File: src/rtl/ccf_cfg.svh
/*
 * Offsets, field positions and reset values of the counter command and fault block.
 * Assumes a 32-bit AXI4-Lite register bus with byte addresses.
 */
`ifndef CCF_CFG_SVH
`define CCF_CFG_SVH

`define CCF_ADDR_W        5
`define CCF_OFS_VALUE     5'h00
`define CCF_OFS_CTRL      5'h04
`define CCF_OFS_STATUS    5'h08
`define CCF_OFS_COUNT     5'h0C
`define CCF_OFS_PRELOAD   5'h10
`define CCF_OFS_CMP_ONE   5'h14
`define CCF_OFS_CMP_TWO   5'h18
`define CCF_OFS_OUT_PARAM 5'h1C

// control word fields
`define CCF_C_GATE        0
`define CCF_C_SYNC_EN     1
`define CCF_C_CLR_REQ     2
`define CCF_C_LVL_ONE     3
`define CCF_C_EN_ONE      4
`define CCF_C_LVL_TWO     5
`define CCF_C_EN_TWO      6
`define CCF_C_ERR_ACK     7
`define CCF_C_CMD_LSB     8
`define CCF_C_DIAG_EN     16
`define CCF_CTRL_MASK     32'h0001_1FFF

// command bit index inside the five-bit command field
`define CCF_CMD_DIRECT    0
`define CCF_CMD_PRELOAD   1
`define CCF_CMD_CMP_ONE   2
`define CCF_CMD_CMP_TWO   3
`define CCF_CMD_PARAM     4

// status word fields
`define CCF_S_SUPPLY      0
`define CCF_S_OUT_ONE_F   1
`define CCF_S_OUT_TWO_F   2
`define CCF_S_ENCODER     3
`define CCF_S_LOAD_ERR    4
`define CCF_S_PARAM_ERR   5
`define CCF_S_CLR_ACT     6
`define CCF_S_CMP_ONE     7
`define CCF_S_CMP_TWO     8
`define CCF_S_SYNC        9
`define CCF_S_OUT_ONE     10
`define CCF_S_OUT_TWO     11
`define CCF_S_GATE        12

`define CCF_RESET_WORD    32'h0000_0000
`define CCF_RESP_OKAY     2'b00
`define CCF_RESP_SLVERR   2'b10

`endif

File: src/rtl/ccf_pkg.sv
/*
 * Types of the counter command and fault block.
 * Assumes nothing beyond the constants header.
 */
package ccf_pkg;
  typedef enum logic [2:0] {
    CCF_FN_PLAIN   = 3'h0,
    CCF_FN_AT_LEAST = 3'h1,
    CCF_FN_AT_MOST = 3'h2,
    CCF_FN_PULSE   = 3'h3,
    CCF_FN_BETWEEN = 3'h4
  } ccf_out_fn_type;

  typedef logic [4:0] ccf_cmd_type;
endpackage

File: src/rtl/ccf_top.sv
/*
 * Command-bit and fault-flag handling of a counter module, reached over AXI4-Lite.
 * Assumes the counting core, comparators and fault sensing sit outside and
 * present synchronous levels on the fault and comparator inputs.
 */
// Register access over AXI4-Lite and the address map were left to the implementer.
`timescale 1ns/100ps
`default_nettype none
`include "ccf_cfg.svh"

module ccf_top
  import ccf_pkg::*;
(
  input  wire logic        i_clk,
  input  wire logic        i_rstn,
  input  wire logic [4:0]  i_awaddr,
  input  wire logic        i_awvalid,
  output logic             o_awready,
  input  wire logic [31:0] i_wdata,
  input  wire logic [3:0]  i_wstrb,
  input  wire logic        i_wvalid,
  output logic             o_wready,
  output logic [1:0]       o_bresp,
  output logic             o_bvalid,
  input  wire logic        i_bready,
  input  wire logic [4:0]  i_araddr,
  input  wire logic        i_arvalid,
  output logic             o_arready,
  output logic [31:0]      o_rdata,
  output logic [1:0]       o_rresp,
  output logic             o_rvalid,
  input  wire logic        i_rready,
  input  wire logic        i_supply_short,
  input  wire logic        i_out_one_fault_src,
  input  wire logic        i_out_two_fault_src,
  input  wire logic        i_encoder_fault_src,
  input  wire logic        i_cmp_one_on,
  input  wire logic        i_cmp_two_on,
  input  wire logic        i_sync_event,
  output logic             o_output_one,
  output logic             o_output_two,
  output logic             o_software_gate,
  output logic             o_sync_enable,
  output logic             o_count_load,
  output logic [31:0]      o_count_value,
  output logic [31:0]      o_preload_value,
  output logic [31:0]      o_compare_one,
  output logic [31:0]      o_compare_two,
  output logic [23:0]      o_out_param,
  output logic             o_diag_event
);

  logic [31:0] value_ff;
  logic [31:0] ctrl_ff;
  logic [4:0]  aw_addr_ff;
  logic [31:0] w_data_ff;
  logic [3:0]  w_strb_ff;
  logic        aw_got_ff;
  logic        w_got_ff;
  ccf_cmd_type cmd_prev_ff;
  logic        clr_req_prev_ff;
  logic        clr_active_ff;
  logic [3:0]  fault_ff;
  logic        load_err_ff;
  logic        param_err_ff;
  logic        cmp_one_flag_ff;
  logic        cmp_two_flag_ff;
  logic        sync_flag_ff;

  // bytewise merge of a write into a register
  function automatic logic [31:0] merge(input logic [31:0] old_v, input logic [31:0] new_v,
                                        input logic [3:0] strb);
    logic [31:0] r;
    r = old_v;
    for (int i = 0; i < 4; i++)
    begin
      if (strb[i])
        r[i*8 +: 8] = new_v[i*8 +: 8];
    end
    return r;
  endfunction

  function automatic logic addr_known(input logic [4:0] a);
    return a[1:0] == 2'b00;
  endfunction

  // ---------------- bus write side
  logic do_write;
  assign o_awready = !aw_got_ff && !o_bvalid;
  assign o_wready  = !w_got_ff && !o_bvalid;
  assign do_write  = aw_got_ff && w_got_ff;

  always_ff @(posedge i_clk or negedge i_rstn)
  begin
    if (!i_rstn)
    begin
      aw_got_ff  <= 1'b0;
      aw_addr_ff <= 5'h00;
    end
    else if (i_awvalid && o_awready)
    begin
      aw_got_ff  <= 1'b1;
      aw_addr_ff <= i_awaddr;
    end
    else if (do_write)
      aw_got_ff <= 1'b0;
  end

  always_ff @(posedge i_clk or negedge i_rstn)
  begin
    if (!i_rstn)
    begin
      w_got_ff  <= 1'b0;
      w_data_ff <= `CCF_RESET_WORD;
      w_strb_ff <= 4'h0;
    end
    else if (i_wvalid && o_wready)
    begin
      w_got_ff  <= 1'b1;
      w_data_ff <= i_wdata;
      w_strb_ff <= i_wstrb;
    end
    else if (do_write)
      w_got_ff <= 1'b0;
  end

  always_ff @(posedge i_clk or negedge i_rstn)
  begin
    if (!i_rstn)
    begin
      o_bvalid <= 1'b0;
      o_bresp  <= `CCF_RESP_OKAY;
    end
    else if (do_write)
    begin
      o_bvalid <= 1'b1;
      o_bresp  <= (aw_addr_ff == `CCF_OFS_VALUE || aw_addr_ff == `CCF_OFS_CTRL)
                  ? `CCF_RESP_OKAY : `CCF_RESP_SLVERR;
    end
    else if (i_bready)
      o_bvalid <= 1'b0;
  end

  always_ff @(posedge i_clk or negedge i_rstn)
  begin
    if (!i_rstn)
    begin
      value_ff <= `CCF_RESET_WORD;
      ctrl_ff  <= `CCF_RESET_WORD;
    end
    else if (do_write)
    begin
      if (aw_addr_ff == `CCF_OFS_VALUE)
        value_ff <= merge(value_ff, w_data_ff, w_strb_ff);
      if (aw_addr_ff == `CCF_OFS_CTRL)
        ctrl_ff <= merge(ctrl_ff, w_data_ff, w_strb_ff) & `CCF_CTRL_MASK;
    end
  end

  // ---------------- commands
  ccf_cmd_type cmd_lvl;
  ccf_cmd_type cmd_rise;
  logic        cmd_clash;
  logic        param_bad;
  assign cmd_lvl   = ctrl_ff[`CCF_C_CMD_LSB +: 5];
  assign cmd_rise  = cmd_lvl & ~cmd_prev_ff;
  assign cmd_clash = (cmd_rise != 5'h00) && !$onehot(cmd_lvl);
  // between-values needs a proper window; reserved codes are refused as well
  assign param_bad = (value_ff[2:0] == CCF_FN_BETWEEN && o_compare_two <= o_compare_one)
                     || value_ff[2:0] > CCF_FN_BETWEEN;

  always_ff @(posedge i_clk or negedge i_rstn)
  begin
    if (!i_rstn)
      cmd_prev_ff <= 5'h00;
    else
      cmd_prev_ff <= cmd_lvl;
  end

  always_ff @(posedge i_clk or negedge i_rstn)
  begin
    if (!i_rstn)
    begin
      o_count_value   <= `CCF_RESET_WORD;
      o_preload_value <= `CCF_RESET_WORD;
      o_compare_one   <= `CCF_RESET_WORD;
      o_compare_two   <= `CCF_RESET_WORD;
      o_out_param     <= 24'h000000;
      o_count_load    <= 1'b0;
    end
    else
    begin
      o_count_load <= cmd_rise[`CCF_CMD_DIRECT] && !cmd_clash;
      if (!cmd_clash)
      begin
        if (cmd_rise[`CCF_CMD_DIRECT])
          o_count_value <= value_ff;
        if (cmd_rise[`CCF_CMD_PRELOAD])
          o_preload_value <= value_ff;
        if (cmd_rise[`CCF_CMD_CMP_ONE])
          o_compare_one <= value_ff;
        if (cmd_rise[`CCF_CMD_CMP_TWO])
          o_compare_two <= value_ff;
        if (cmd_rise[`CCF_CMD_PARAM] && !param_bad)
          o_out_param <= value_ff[23:0];
      end
    end
  end

  // ---------------- errors; a new cause wins over an acknowledge in the same cycle
  logic [3:0] fault_src;
  logic       ack;
  logic [3:0] fault_new;
  assign fault_src = {i_encoder_fault_src, i_out_two_fault_src, i_out_one_fault_src,
                      i_supply_short};
  assign ack       = ctrl_ff[`CCF_C_ERR_ACK];
  assign fault_new = fault_src & ~fault_ff;

  generate
    for (genvar g = 0; g < 4; g++)
    begin : g_fault
      always_ff @(posedge i_clk or negedge i_rstn)
      begin
        if (!i_rstn)
          fault_ff[g] <= 1'b0;
        else if (fault_src[g])
          fault_ff[g] <= 1'b1;
        else if (ack)
          fault_ff[g] <= 1'b0;
      end
    end
  endgenerate

  always_ff @(posedge i_clk or negedge i_rstn)
  begin
    if (!i_rstn)
    begin
      load_err_ff  <= 1'b0;
      param_err_ff <= 1'b0;
    end
    else
    begin
      if (cmd_clash)
        load_err_ff <= 1'b1;
      else if (ack)
        load_err_ff <= 1'b0;
      if (cmd_rise[`CCF_CMD_PARAM] && !cmd_clash && param_bad)
        param_err_ff <= 1'b1;
      else if (ack)
        param_err_ff <= 1'b0;
    end
  end

  // only a supply fault is reported as a diagnostic event
  always_ff @(posedge i_clk or negedge i_rstn)
  begin
    if (!i_rstn)
      o_diag_event <= 1'b0;
    else
      o_diag_event <= fault_new[`CCF_S_SUPPLY] && ctrl_ff[`CCF_C_DIAG_EN];
  end

  // ---------------- status clear handshake
  logic clr_req;
  logic clr_pulse;
  assign clr_req   = ctrl_ff[`CCF_C_CLR_REQ];
  assign clr_pulse = clr_req && !clr_req_prev_ff;

  always_ff @(posedge i_clk or negedge i_rstn)
  begin
    if (!i_rstn)
    begin
      clr_req_prev_ff <= 1'b0;
      clr_active_ff   <= 1'b0;
    end
    else
    begin
      clr_req_prev_ff <= clr_req;
      clr_active_ff   <= clr_req;
    end
  end

  // comparator flags re-set at once while the output still stands
  logic cmp_one_set;
  logic cmp_two_set;
  assign cmp_one_set = i_cmp_one_on || o_output_one
                       || (ctrl_ff[`CCF_C_LVL_ONE] && !ctrl_ff[`CCF_C_EN_ONE]);
  assign cmp_two_set = i_cmp_two_on || o_output_two
                       || (ctrl_ff[`CCF_C_LVL_TWO] && !ctrl_ff[`CCF_C_EN_TWO]);

  always_ff @(posedge i_clk or negedge i_rstn)
  begin
    if (!i_rstn)
    begin
      cmp_one_flag_ff <= 1'b0;
      cmp_two_flag_ff <= 1'b0;
      sync_flag_ff    <= 1'b0;
    end
    else
    begin
      if (cmp_one_set)
        cmp_one_flag_ff <= 1'b1;
      else if (clr_pulse)
        cmp_one_flag_ff <= 1'b0;
      if (cmp_two_set)
        cmp_two_flag_ff <= 1'b1;
      else if (clr_pulse)
        cmp_two_flag_ff <= 1'b0;
      if (i_sync_event && ctrl_ff[`CCF_C_SYNC_EN])
        sync_flag_ff <= 1'b1;
      else if (clr_pulse)
        sync_flag_ff <= 1'b0;
    end
  end

  // ---------------- outputs
  always_ff @(posedge i_clk or negedge i_rstn)
  begin
    if (!i_rstn)
    begin
      o_output_one    <= 1'b0;
      o_output_two    <= 1'b0;
      o_software_gate <= 1'b0;
      o_sync_enable   <= 1'b0;
    end
    else
    begin
      o_output_one    <= ctrl_ff[`CCF_C_EN_ONE] && ctrl_ff[`CCF_C_LVL_ONE];
      o_output_two    <= ctrl_ff[`CCF_C_EN_TWO] && ctrl_ff[`CCF_C_LVL_TWO];
      o_software_gate <= ctrl_ff[`CCF_C_GATE];
      o_sync_enable   <= ctrl_ff[`CCF_C_SYNC_EN];
    end
  end

  // ---------------- bus read side
  logic [31:0] status_word;
  always_comb
  begin
    status_word = `CCF_RESET_WORD;
    status_word[`CCF_S_ENCODER:`CCF_S_SUPPLY] = fault_ff;
    status_word[`CCF_S_LOAD_ERR]  = load_err_ff;
    status_word[`CCF_S_PARAM_ERR] = param_err_ff;
    status_word[`CCF_S_CLR_ACT]   = clr_active_ff;
    status_word[`CCF_S_CMP_ONE]   = cmp_one_flag_ff;
    status_word[`CCF_S_CMP_TWO]   = cmp_two_flag_ff;
    status_word[`CCF_S_SYNC]      = sync_flag_ff;
    status_word[`CCF_S_OUT_ONE]   = o_output_one;
    status_word[`CCF_S_OUT_TWO]   = o_output_two;
    status_word[`CCF_S_GATE]      = o_software_gate;
  end

  assign o_arready = !o_rvalid;

  always_ff @(posedge i_clk or negedge i_rstn)
  begin
    if (!i_rstn)
    begin
      o_rvalid <= 1'b0;
      o_rdata  <= `CCF_RESET_WORD;
      o_rresp  <= `CCF_RESP_OKAY;
    end
    else if (i_arvalid && o_arready)
    begin
      o_rvalid <= 1'b1;
      o_rresp  <= addr_known(i_araddr) ? `CCF_RESP_OKAY : `CCF_RESP_SLVERR;
      unique case (i_araddr)
        `CCF_OFS_VALUE:     o_rdata <= value_ff;
        `CCF_OFS_CTRL:      o_rdata <= ctrl_ff;
        `CCF_OFS_STATUS:    o_rdata <= status_word;
        `CCF_OFS_COUNT:     o_rdata <= o_count_value;
        `CCF_OFS_PRELOAD:   o_rdata <= o_preload_value;
        `CCF_OFS_CMP_ONE:   o_rdata <= o_compare_one;
        `CCF_OFS_CMP_TWO:   o_rdata <= o_compare_two;
        `CCF_OFS_OUT_PARAM: o_rdata <= {8'h00, o_out_param};
        default:            o_rdata <= `CCF_RESET_WORD;
      endcase
    end
    else if (i_rready)
      o_rvalid <= 1'b0;
  end
endmodule

`default_nettype wire

File: config.mk
export PLATFORM = sky130hd
export DESIGN_NAME = ccf_top
export DESIGN_NICKNAME = d
export VERILOG_FILES = /design/src/rtl/ccf_pkg.sv /design/src/rtl/ccf_top.sv
export VERILOG_INCLUDE_DIRS = /design/src /design/src/rtl
export SDC_FILE = /design/constraint.sdc
export NUM_CORES = 1
export LEC_CHECK = 0
export BUFFER_PORTS_ARGS = -buffer_cell sky130_fd_sc_hd__buf_2
export CAP_MARGIN = 25
export CELL_PAD_IN_SITES_DETAIL_PLACEMENT = 1
export CELL_PAD_IN_SITES_GLOBAL_PLACEMENT = 1
export CORE_ASPECT_RATIO = 0.75
export CORE_MARGIN = 4
export CORE_UTILIZATION = 48
export CTS_BUF_LIST = sky130_fd_sc_hd__clkbuf_16
export CTS_CLUSTER_SIZE = 10
export DETAILED_ROUTE_END_ITERATION = 10
export MAX_ROUTING_LAYER = met4
export PLACE_DENSITY_LB_ADDON = 0.1
export SLEW_MARGIN = 30
export SYNTH_ARGS = -nofsm -noshare
export SYNTH_HDL_FRONTEND = slang
export SYNTH_SLANG_ARGS = --single-unit
export TNS_END_PERCENT = 1
File: constraint.sdc
create_clock -name i_clk -period 6.6 [get_ports i_clk]
set_clock_uncertainty 0.2 [all_clocks]
set_input_delay 0.33 -clock i_clk [delete_from_list [all_inputs] [get_ports i_clk]]
set_output_delay 0.33 -clock i_clk [all_outputs]
set_load 0.03 [all_outputs]
==> impl_results.rst, run 1 <==
.. list-table::
   :header-rows: 1

   * - Metric
     - Value
   * - Synth Register Bits
     - 298
   * - Total vias in the final route
     - 10100
   * - Critical path start-end classification
     - flip-flop to flip-flop
   * - Iteration count of the initial detailed-routing pass
     - 6
   * - Post-place instance area
     - 14800 um^2
   * - Total Routed Length
     - 45900 um
   * - Final worst path period share
     - 61.5%
   * - Multi-input logic area
     - 5250 um^2
   * - Portion of the post-synthesis area used by sequential elements
     - 57.2%
   * - Finish-stage setup viols
     - 0
   * - Max-capacitance violation count
     - 0
   * - WHS
     - 0.121 ns
   * - Port-buffer cells
     - 256
   * - Setup repair bufs after CTS
     - 0
   * - Maximum clock frequency
     - 246 MHz
   * - Final std cell area, no fill
     - 16300 um^2
   * - First-pass GRT wire length
     - 69400 um
   * - Combinational share of power
     - 36.8%
   * - Number of placement rows
     - 51
   * - Post-synthesis area per instance
     - 12.8 um^2
   * - Routability-driven placement congestion ratio
     - 0.831
   * - DRC violation count after routing
     - 0
   * - Start of the worst register-to-register path
     - ctrl_ff[8]
   * - Crit-path max cell delay
     - 0.71 ns
   * - Final period demand of the worst path
     - 4.06 ns
   * - Deepest level of the CTS H-tree
     - 2
   * - Count of yosys warnings during synthesis
     - 0
   * - Setup repair after global routing missed its margin
     - no
   * - Number of failing hold endpoints at the final stage
     - 0
   * - Mapped cell area
     - 13000 um^2
   * - Maximum vdd drop
     - 0.269 mV
   * - Layout-stage area growth over the synthesis result
     - 24.7%
   * - Number of antenna violations at the first check in global routing
     - 2
   * - Placeable core region
     - 26400 um^2
   * - Worst Hold Class
     - input pin to flip-flop
   * - Initial Util
     - 49.5%
   * - Setup Total Neg Slack
     - 0 ns
   * - Switching share of power
     - 40.8%
   * - Maximum fanout along the worst path
     - 21
   * - Relative contribution of the clock network to total power
     - 23.4%
   * - Leading cell types in the layout, fill and taps excluded
     - sky130_fd_sc_hd__dfrtp_1, sky130_fd_sc_hd__buf_2, sky130_fd_sc_hd__mux2_2
   * - Crit-path slowest cell
     - sky130_fd_sc_hd__nand3b_1
   * - Remaining global-route overflow
     - 0
   * - Synth Flop Type
     - sky130_fd_sc_hd__dfrtp_1
   * - Required time of the worst setup path
     - 6.80 ns
   * - Number of distinct library cells after synthesis
     - 52
   * - Die Span X
     - 198 um
   * - Final count of pins violating max slew
     - 0
   * - Internal Power
     - 4.33 mW
   * - Tightest slew margin relative to the limit
     - 34.6%
   * - Clock tree from TritonCTS
     - yes
   * - Overall global routing resource usage
     - 31.6%
   * - Clock slew seen by the registers of the worst setup and hold paths
     - 0.06 ns
   * - CTS sink cnt
     - 298
   * - Number of buffers between clock root and the deepest sink
     - 3
   * - Chain of cells forming the critical path
     - fa_1 > fa_1 > ha_1 > nor3b_2 > nand3b_1 > buf_4 > mux2_2
   * - Vias per cell
     - 6.03
   * - I/O pins
     - 259
   * - Post-CTS Resized
     - 0
   * - Worst-Skew Late Latency
     - 0.53 ns
   * - Capturing element of the worst setup path
     - o_preload_value[4]
   * - Crit. End Element
     - flip-flop
   * - Routed wirelength normalized by instance count
     - 27.3 um
   * - Number of hold buffers added after CTS
     - 51
   * - Register-to-register setup slack
     - 2.54 ns
   * - CTS Root Buffer Type
     - sky130_fd_sc_hd__clkbuf_16
   * - Synthesized instance count
     - 1015
   * - Post-layout total power
     - 7.32 mW
   * - Fraction of power consumed by sequential logic
     - 39.7%
   * - Number of nets in the finished design
     - 1421
   * - Net Switching
     - 2.99 mW
   * - Async S/R FF share, synth
     - 100%
   * - WHS Path Cells
     - 4
   * - Result of the run
     - completed
   * - Number of fillers in the final layout
     - 2705
   * - Timing startpoint of the critical path
     - ctrl_ff[8]
   * - Total power divided by cell area
     - 450 nW/um^2
   * - Most frequent cell on the critical path
     - sky130_fd_sc_hd__fa_1
   * - Transition time at the pin with the least slew margin
     - 0.981 ns
   * - Static Leak
     - 8.61 nW
   * - Worst reg2reg path endpoint
     - o_preload_value[4]
   * - Most common cell after layout, fill and taps aside
     - sky130_fd_sc_hd__dfrtp_1
   * - TritonCTS buffer count
     - 36
   * - Largest net degree at the start of global routing
     - 134
   * - Ratio of cells with drive above 1 in the final layout
     - 40.1%
   * - Via count of the first global-routing pass
     - 10900
   * - Number of flops mapped to enable cells by yosys
     - 0
   * - Full die area
     - 29900 um^2
   * - Data arrival time at the worst-slack endpoint
     - 4.26 ns
   * - Worst setup SP type
     - flip-flop
   * - Number of DRC markers in iteration 0
     - 646
   * - Vertical die dimension
     - 151 um
   * - Number of nets with antenna violations after routing
     - 0
   * - HPWL after DPL
     - 30000 um
   * - Cell count of the worst reg-to-reg path
     - 7
   * - Area occupied by registers
     - 7460 um^2
critical path, delay by kind of cell, from the launching register on:
family,cells,cell delay [ns]
simple gates,2,1.25
flops,1,0.45
mux,1,0.33
buf+inv,1,0.51
fa+ha+maj,3,1.19
flip-flops by register name, summed over array words and instances, names as in the netlist, 4 cells and up:
name / cells
w_data_ff: 32
ctrl_ff: 14
o_out_param: 24
o_compare_one: 32
o_compare_two: 32
cmd_prev_ff: 5
aw_addr_ff: 5
value_ff: 32
o_preload_value: 32
w_strb_ff: 4
o_count_value: 32
fault_ff: 4
o_rdata: 32
logic make-up (layout without fill, tap and decap cells):
family	after synthesis	count (layout)	share of synthesized area, %
muxes	205	205	18.2
DFF	298	298	57.2
other	1	4	0.0288
adders and majority gates	35	35	3.47
buffers and inverters	93	410	3.10
and+or+nand+nor	203	203	7.22
AOI/OAI and AO/OA	180	180	10.8
how the worst min path moves through the flow:
| stage | startpoint | end | slack [ns] |
|---|---|---|---|
| 6_report | i_araddr[4] | o_rdata[16] | 0.12 |
| 5_1_grt | i_araddr[4] | o_rdata[16] | 0.13 |
| 3_5_place_dp | ctrl_ff[2] | clr_active_ff | 0.24 |
| 4_1_cts | i_awvalid | aw_got_ff | 0.07 |
| 2_1_floorplan | i_rstn | aw_addr_ff[0] | -0.17 |
| 3_3_place_gp | ctrl_ff[2] | clr_active_ff | 0.23 |
layer usage:
metal | track usage, % | vias up | routed length [um]
met5 | - | - | 0
met4 | 7.36 | 0 | 812
met3 | 6.13 | 72 | 3400
met2 | 48.4 | 406 | 21200
met1 | 44.3 | 5326 | 20400
li1 | - | 4317 | -
cell usage after synthesis, types with 2 or more instances:
cell / instances / area [um^2]
sky130_fd_sc_hd__mux2_1: 2 / 22.5
sky130_fd_sc_hd__o21ai_0: 5 / 25.0
sky130_fd_sc_hd__a22o_1: 48 / 420
sky130_fd_sc_hd__a222oi_1: 8 / 80.1
sky130_fd_sc_hd__mux2_4: 17 / 255
sky130_fd_sc_hd__a21o_1: 8 / 60.1
sky130_fd_sc_hd__nor4_2: 2 / 25.0
sky130_fd_sc_hd__clkbuf_1: 27 / 101
sky130_fd_sc_hd__nand2b_1: 4 / 25.0
sky130_fd_sc_hd__o2bb2ai_1: 2 / 17.5
sky130_fd_sc_hd__o22ai_1: 3 / 18.8
sky130_fd_sc_hd__a21oi_1: 18 / 90.1
sky130_fd_sc_hd__a2111o_1: 2 / 22.5
sky130_fd_sc_hd__a22oi_1: 66 / 495
sky130_fd_sc_hd__inv_1: 42 / 158
sky130_fd_sc_hd__nand3_1: 30 / 150
sky130_fd_sc_hd__nand3b_1: 2 / 15.0
sky130_fd_sc_hd__buf_2: 10 / 50.1
sky130_fd_sc_hd__nor3_1: 4 / 20.0
sky130_fd_sc_hd__nor2_1: 12 / 45.0
sky130_fd_sc_hd__mux2_2: 185 / 2080
sky130_fd_sc_hd__nor3_2: 2 / 20.0
sky130_fd_sc_hd__ha_1: 33 / 413
sky130_fd_sc_hd__and2_1: 4 / 25.0
sky130_fd_sc_hd__a221oi_1: 13 / 114
sky130_fd_sc_hd__dfrtp_1: 298 / 7460
sky130_fd_sc_hd__nor2b_1: 6 / 37.5
sky130_fd_sc_hd__buf_4: 2 / 15.0
sky130_fd_sc_hd__buf_1: 9 / 33.8
sky130_fd_sc_hd__fa_1: 2 / 40.0
sky130_fd_sc_hd__nand2_1: 123 / 462
sky130_fd_sc_hd__nand4_1: 6 / 37.5
cell type report:
class	instances	area share [%]
Sequential cell	298	45.9
Multi-Input combinational cell	625	32.3
Timing Repair Buffer	323	12.3
Clock buffer	36	5.54
Tap cell	344	2.65
Inverter	42	0.970
Clock inverter	9	0.339
Antenna cell	2	0.0308
metrics by stage:
step | setup slack [ns] | util [%] | std cells
after floorplan | 3.34 | - | 1016
after global placement | 2.55 | 55.7 | 1577
after detailed placement | 2.14 | 56.1 | 1581
after CTS | 2.15 | 61.6 | 1677
after global routing | 2.37 | 61.7 | 1679
final | 2.54 | 61.7 | 1679
power groups by stage:
stage / combinational, mW / sequential (mW) / clock, mW
5_1_grt: 2.88 / 2.96 / 1.83
6_report: 2.69 / 2.91 / 1.72
4_1_cts: 2.68 / 2.88 / 1.74
3_5_place_dp: 2.64 / 2.90 / 0
2_1_floorplan: 1.31 / 3.19 / 0
3_3_place_gp: 2.54 / 2.87 / 0
(Power assumes the default switching activity.)
==> inputs of run 2 (changes only) <==
CORE_UTILIZATION = 44   (was 48)
clock period = 3.75 ns   (was 6.6 ns; I/O delays follow)
==> impl_results.rst, run 2 (synthesis gave the netlist of run 1 again) <==
.. list-table::
   :header-rows: 1

   * - Metric
     - Value
   * - Result of the run
     - completed
   * - Layout-stage area growth over the synthesis result
     - 26.1%
   * - Number of DRC markers in iteration 0
     - 693 (+7.3%)
   * - CTS sink cnt
     - 298 (unchanged)
   * - Number of antenna violations at the first check in global routing
     - 1 (-1)
   * - I/O pins
     - 259 (unchanged)
   * - Final count of pins violating max slew
     - 0 (unchanged)
   * - Data arrival time at the worst-slack endpoint
     - 3.67 ns (-0.59 ns)
   * - Routability-driven placement congestion ratio
     - 0.873 (+5.1%)
   * - Leading cell types in the layout, fill and taps excluded
     - sky130_fd_sc_hd__dfrtp_1, sky130_fd_sc_hd__buf_2, sky130_fd_sc_hd__mux2_2
   * - Core Util, Final
     - 56.5% (-5.2 points)
   * - Maximum clock frequency
     - 287 MHz (+17%)
   * - Cell class contributing the biggest share of worst-path delay
     - adder cells
   * - Setup repair after global routing missed its margin
     - no
   * - Transition time at the pin with the least slew margin
     - 0.912 ns (-0.0687 ns)
   * - Internal Power
     - 7.70 mW (+78%)
   * - Maximum vdd drop
     - 0.490 mV (+82%)
   * - Number of buffer and inverter instances along the worst setup path
     - 0 (-1)
   * - Setup repair bufs after CTS
     - 0 (unchanged)
   * - Deepest level of the CTS H-tree
     - 2 (unchanged)
   * - Placeable core region
     - 29100 um^2 (+10%)
   * - Worst setup SP type
     - flip-flop
   * - Combinational share of power
     - 36.7% (about the same)
   * - Clock slew seen by the registers of the worst setup and hold paths
     - 0.06 ns (about the same)
   * - Die Span X
     - 207 um (+4.3%)
   * - WHS
     - 0.0221 ns (-0.0986 ns)
   * - Register-to-register setup slack
     - 0.27 ns (-2.27 ns)
   * - Tightest slew margin relative to the limit
     - 39.2% (+4.6 points)
   * - Max-capacitance violation count
     - 0 (unchanged)
   * - Total power divided by cell area
     - 778 nW/um^2 (+73%)
   * - First-pass GRT wire length
     - 67600 um (-2.6%)
   * - Iteration count of the initial detailed-routing pass
     - 5 (-1)
   * - Full die area
     - 32500 um^2 (+8.7%)
   * - Final period demand of the worst path
     - 3.48 ns (-0.579 ns)
   * - Crit. End Element
     - flip-flop
   * - Maximum fanout along the worst path
     - 24 (+14%)
   * - Number of placed instances with taps included
     - 1642 (+3.9%)
   * - Levels on crit path
     - 7 (unchanged)
   * - Number of nets in the finished design
     - 1440 (+1.3%)
   * - Crit-path max cell delay
     - 0.65 ns (-0.06 ns)
   * - Routed wirelength normalized by instance count
     - 25.8 um (-5.8%)
   * - Ratio of cells with drive above 1 in the final layout
     - 40.3% (+0.28 points)
   * - Switching share of power
     - 39.8% (-1.1 points)
   * - DRC violation count after routing
     - 0 (unchanged)
   * - Worst-Skew Late Latency
     - 0.52 ns (about the same)
   * - Chain of cells forming the critical path
     - fa_1 > fa_1 > ha_1 > nor3b_1 > nand2_1 > a211o_2 > mux2_4
   * - Most frequent cell on the critical path
     - sky130_fd_sc_hd__fa_1
   * - Port-buffer cells
     - 256 (unchanged)
   * - Number of fillers in the final layout
     - 3043 (+12%)
   * - Remaining global-route overflow
     - 0 (unchanged)
   * - Most common cell after layout, fill and taps aside
     - sky130_fd_sc_hd__dfrtp_1
   * - Number of failing hold endpoints at the final stage
     - 0 (unchanged)
   * - HPWL after DPL
     - 30900 um (+2.9%)
   * - Relative contribution of the clock network to total power
     - 23.5% (about the same)
   * - Number of nets with antenna violations after routing
     - 0 (unchanged)
   * - TritonCTS buffer count
     - 36 (unchanged)
   * - Vias per cell
     - 5.74 (-4.8%)
   * - Initial Util
     - 44.8% (-4.7 points)
   * - Largest net degree at the start of global routing
     - 91 (-32%)
   * - Start of the worst register-to-register path
     - ctrl_ff[8]
   * - Clock tree from TritonCTS
     - yes
   * - Multi-input logic area
     - 5230 um^2 (-0.38%)
   * - Total Routed Length
     - 44900 um (-2.1%)
   * - Final instance count without filler cells
     - 1744 (+3.9%)
   * - Cell count of the worst reg-to-reg path
     - 7 (unchanged)
   * - Final worst path period share
     - 92.8% (+31 points)
   * - Final std cell area, no fill
     - 16400 um^2 (+1.1%)
   * - Static Leak
     - 8.68 nW (+0.82%)
   * - Critical path start-end classification
     - flip-flop to flip-flop
   * - Post-place instance area
     - 14900 um^2 (+0.88%)
   * - Finish-stage setup viols
     - 0 (unchanged)
   * - Via count of the first global-routing pass
     - 10500 (-3.2%)
   * - Slack of the critical path
     - 0.268 ns (-2.27 ns)
   * - Worst Hold Class
     - input pin to asynchronous set/reset pin
   * - Area occupied by registers
     - 7460 um^2 (unchanged)
   * - Number of placement rows
     - 54 (+5.9%)
   * - Required time of the worst setup path
     - 3.94 ns (-2.86 ns)
   * - Net Switching
     - 5.08 mW (+70%)
   * - CTS Root Buffer Type
     - sky130_fd_sc_hd__clkbuf_16
   * - Fraction of power consumed by sequential logic
     - 39.9% (+0.2 points)
   * - Crit-path slowest cell
     - sky130_fd_sc_hd__a211o_2
   * - Setup Total Neg Slack
     - 0 ns (unchanged)
   * - Post-layout total power
     - 12.8 mW (+75%)
   * - Number of buffers between clock root and the deepest sink
     - 3 (unchanged)
   * - Overall global routing resource usage
     - 28.4% (-3.2 points)
   * - Post-Place Setup Slack
     - 0.293 ns (-1.85 ns)
   * - Vertical die dimension
     - 157 um (+4.2%)
   * - Total vias in the final route
     - 10000 (-1.1%)
   * - Worst reg2reg path endpoint
     - o_out_param[19]
## run 2: power by group through the flow
stage / combinational (mW) / clock [mW] / sequential (mW)
after global placement: 4.53 / 0 / 5.07
after CTS: 4.72 / 3.08 / 5.08
after detailed placement: 4.64 / 0 / 5.12
after global routing: 5.03 / 3.22 / 5.22
final: 4.69 / 3.00 / 5.10
after floorplan: 2.30 / 0 / 5.62
## run 2: worst max path at each step
stage | to | slack [ns] | from
3_5_place_dp | o_out_param[19] | 0.29 | ctrl_ff[9]
3_3_place_gp | o_out_param[21] | 0.37 | ctrl_ff[8]
5_1_grt | o_out_param[19] | 0.15 | ctrl_ff[9]
2_1_floorplan | o_out_param[10] | 0.49 | ctrl_ff[8]
4_1_cts | o_out_param[19] | 0.26 | ctrl_ff[8]
6_report | o_out_param[19] | 0.27 | ctrl_ff[8]
## run 2: worst reg2reg max path, cell delays in order (launching register included)
cell                      delay (ns)
sky130_fd_sc_hd__dfrtp_1        0.45
sky130_fd_sc_hd__fa_1           0.52
sky130_fd_sc_hd__fa_1           0.38
sky130_fd_sc_hd__ha_1           0.28
sky130_fd_sc_hd__nor3b_1        0.28
sky130_fd_sc_hd__nand2_1        0.15
sky130_fd_sc_hd__a211o_2        0.65
sky130_fd_sc_hd__mux2_4         0.44
## run 2: area by class of cell
class | instances | share of cell area [%]
flip-flops and latches | 298 | 45.4
multi-input cells | 625 | 31.8
repair buffers | 342 | 13.0
clock buffers | 37 | 5.63
well taps | 392 | 2.98
inverters | 42 | 0.959
clock inverters | 7 | 0.190
diodes | 1 | 0.0152
## run 2: layer usage
layer | vias up | track usage, % | routed length [um]
met5 | - | - | 0
met4 | 0 | 5.79 | 722
met3 | 58 | 4.47 | 2950
met2 | 330 | 42.7 | 20700
met1 | 5257 | 41.5 | 20500
li1 | 4366 | - | -
## run 2: repair_timing
action	CTS	global route
gates resized for setup	0	0
hold buffers	57	0
hold endpoints to repair	278	0
==> inputs of run 3 (changes only) <==
CORE_UTILIZATION = 48   (was 44)
clock period = 4.5 ns   (was 3.75 ns; I/O delays follow)
==> impl_results.rst, run 3 (synthesis gave the netlist of run 1 again) <==
.. list-table::
   :header-rows: 1

   * - Metric
     - Value
   * - Total power divided by cell area
     - 655 nW/um^2 (-16%)
   * - Vertical die dimension
     - 151 um (-4.0%)
   * - Number of nets in the finished design
     - 1426 (-0.97%)
   * - Number of placement rows
     - 51 (-5.6%)
   * - Deepest level of the CTS H-tree
     - 2 (unchanged)
   * - Area occupied by registers
     - 7460 um^2 (unchanged)
   * - Setup repair bufs after CTS
     - 0 (unchanged)
   * - Number of buffers between clock root and the deepest sink
     - 3 (unchanged)
   * - Final instance count without filler cells
     - 1678 (-3.8%)
   * - Vias per cell
     - 5.97 (+4.1%)
   * - Post-Place Setup Slack
     - 0.477 ns (+0.184 ns)
   * - Most frequent cell on the critical path
     - sky130_fd_sc_hd__fa_1
   * - Crit-path max cell delay
     - 0.78 ns (+0.13 ns)
   * - Worst setup SP type
     - flip-flop
   * - Maximum clock frequency
     - 246 MHz (-14%)
   * - Leading cell types in the layout, fill and taps excluded
     - sky130_fd_sc_hd__dfrtp_1, sky130_fd_sc_hd__buf_2, sky130_fd_sc_hd__mux2_2
   * - Port-buffer cells
     - 256 (unchanged)
   * - Maximum vdd drop
     - 0.389 mV (-21%)
   * - Via count of the first global-routing pass
     - 10800 (+2.7%)
   * - Setup Total Neg Slack
     - 0 ns (unchanged)
   * - Initial Util
     - 49.5% (+4.7 points)
   * - Largest net degree at the start of global routing
     - 91 (unchanged)
   * - CTS Root Buffer Type
     - sky130_fd_sc_hd__clkbuf_16
   * - Worst-Skew Late Latency
     - 0.51 ns (about the same)
   * - Number of antenna violations at the first check in global routing
     - 2 (+1)
   * - Routability-driven placement congestion ratio
     - 0.902 (+3.3%)
   * - Critical path start-end classification
     - flip-flop to flip-flop
   * - Clock tree from TritonCTS
     - yes
   * - Remaining global-route overflow
     - 0 (unchanged)
   * - Ratio of cells with drive above 1 in the final layout
     - 40.3% (-0.055 points)
   * - Total vias in the final route
     - 10000 (+0.15%)
   * - Worst Hold Class
     - input pin to flip-flop
   * - CTS sink cnt
     - 298 (unchanged)
   * - Crit-path slowest cell
     - sky130_fd_sc_hd__nor3b_1
   * - HPWL after DPL
     - 30200 um (-2.3%)
   * - DRC violation count after routing
     - 0 (unchanged)
   * - Static Leak
     - 8.60 nW (-0.97%)
   * - Crit. End Element
     - flip-flop
   * - Final count of pins violating max slew
     - 0 (unchanged)
   * - Max-capacitance violation count
     - 0 (unchanged)
   * - Full die area
     - 29900 um^2 (-8.0%)
   * - Final period demand of the worst path
     - 4.06 ns (+0.578 ns)
   * - Slack of the critical path
     - 0.440 ns (+0.172 ns)
   * - Maximum fanout along the worst path
     - 18 (-25%)
   * - Placeable core region
     - 26400 um^2 (-9.5%)
   * - Number of DRC markers in iteration 0
     - 703 (+1.4%)
   * - Chain of cells forming the critical path
     - fa_1 > fa_1 > ha_1 > nor3b_1 > nand2_2 > buf_4 > mux2_2
   * - Routed wirelength normalized by instance count
     - 26.8 um (+4.1%)
   * - Setup repair after global routing missed its margin
     - no
   * - I/O pins
     - 259 (unchanged)
   * - Tightest slew margin relative to the limit
     - 34.2% (-5.0 points)
   * - Result of the run
     - completed
   * - Clock slew seen by the registers of the worst setup and hold paths
     - 0.06 ns (about the same)
   * - Finish-stage setup viols
     - 0 (unchanged)
   * - Number of fillers in the final layout
     - 2654 (-13%)
   * - Number of failing hold endpoints at the final stage
     - 0 (unchanged)
   * - Overall global routing resource usage
     - 31.3% (+2.9 points)
   * - Multi-input logic area
     - 5240 um^2 (+0.19%)
   * - Iteration count of the initial detailed-routing pass
     - 8 (+3)
   * - Number of placed instances with taps included
     - 1587 (-3.3%)
   * - Required time of the worst setup path
     - 4.69 ns (+0.75 ns)
   * - Most common cell after layout, fill and taps aside
     - sky130_fd_sc_hd__dfrtp_1
   * - TritonCTS buffer count
     - 35 (-2.8%)
   * - First-pass GRT wire length
     - 68800 um (+1.8%)
   * - Total Routed Length
     - 45000 um (+0.20%)
   * - Transition time at the pin with the least slew margin
     - 0.984 ns (+0.0721 ns)
   * - Data arrival time at the worst-slack endpoint
     - 4.25 ns (+0.58 ns)
   * - Number of nets with antenna violations after routing
     - 0 (unchanged)
   * - Die Span X
     - 198 um (-4.1%)
   * - Register-to-register setup slack
     - 0.44 ns (+0.17 ns)
   * - Final worst path period share
     - 90.2% (-2.6 points)
   * - Layout-stage area growth over the synthesis result
     - 24.6%
==> run 3: per-layer routing <==
metal | up-vias | wire (um) | track usage, %
met2 | 432 | 20600 | 47.7
met5 | - | 0 | -
li1 | 4319 | - | -
met1 | 5218 | 19700 | 44.0
met3 | 57 | 3810 | 6.44
met4 | 0 | 832 | 6.78
==> run 3: cell type report <==
class	instances	area share [%]
Timing Repair Buffer	329	12.4
Multi-Input combinational cell	625	32.3
Antenna cell	1	0.0154
Sequential cell	298	45.9
Clock inverter	2	0.0462
Inverter	42	0.971
Tap cell	344	2.65
Clock buffer	37	5.70
==> run 3: timing repair <==
action,CTS,global route
hold buffers,51,0
gates resized for setup,0,0
endpoints found under the hold margin,136,0
==> run 3: critical path: cells and delay by family, from the launching register on <==
kind	cells	cell delay [ns]
AND/OR/NAND/NOR	2	1.42
adder cells (fa/ha/maj)	3	1.17
flip-flops	1	0.45
buffers and inverters	1	0.40
multiplexers	1	0.30
==> run 3: stage by stage <==
step                      utilization [%]  total power [mW]  cell area (um^2)  hold WS, ns
after detailed placement             56.1              8.08             14800       0.0923
after global routing                 61.6              11.2             16200       0.0401
final                                61.6              10.6             16200      0.00986
after global placement               55.9              7.93             14700       0.0928
after floorplan                         -              6.60             13000       -0.271
after CTS                            61.6              10.6             16200     0.000984
==> run 3: final timing paths <==
kind,depth (start not counted),from,to
max,7,ctrl_ff[8],o_compare_two[27]
min,4,i_araddr[4],o_rdata[16]
max reg2reg,7,ctrl_ff[8],o_compare_two[27]
min reg2reg,0,ctrl_ff[2],clr_active_ff
max in group asynchronous,3,i_rstn,aw_addr_ff[1]
min in group asynchronous,2,i_rstn,o_preload_value[13]
==> run 3: report_power, final <==
group | internal (mW) | switching [mW] | leakage (nW) | total [mW]
logic | 1.50 | 2.40 | 4.13 | 3.90
clock network | 1.44 | 1.05 | 0.467 | 2.49
registers | 3.43 | 0.818 | 4.00 | 4.24
total | 6.37 | 4.27 | 8.60 | 10.6
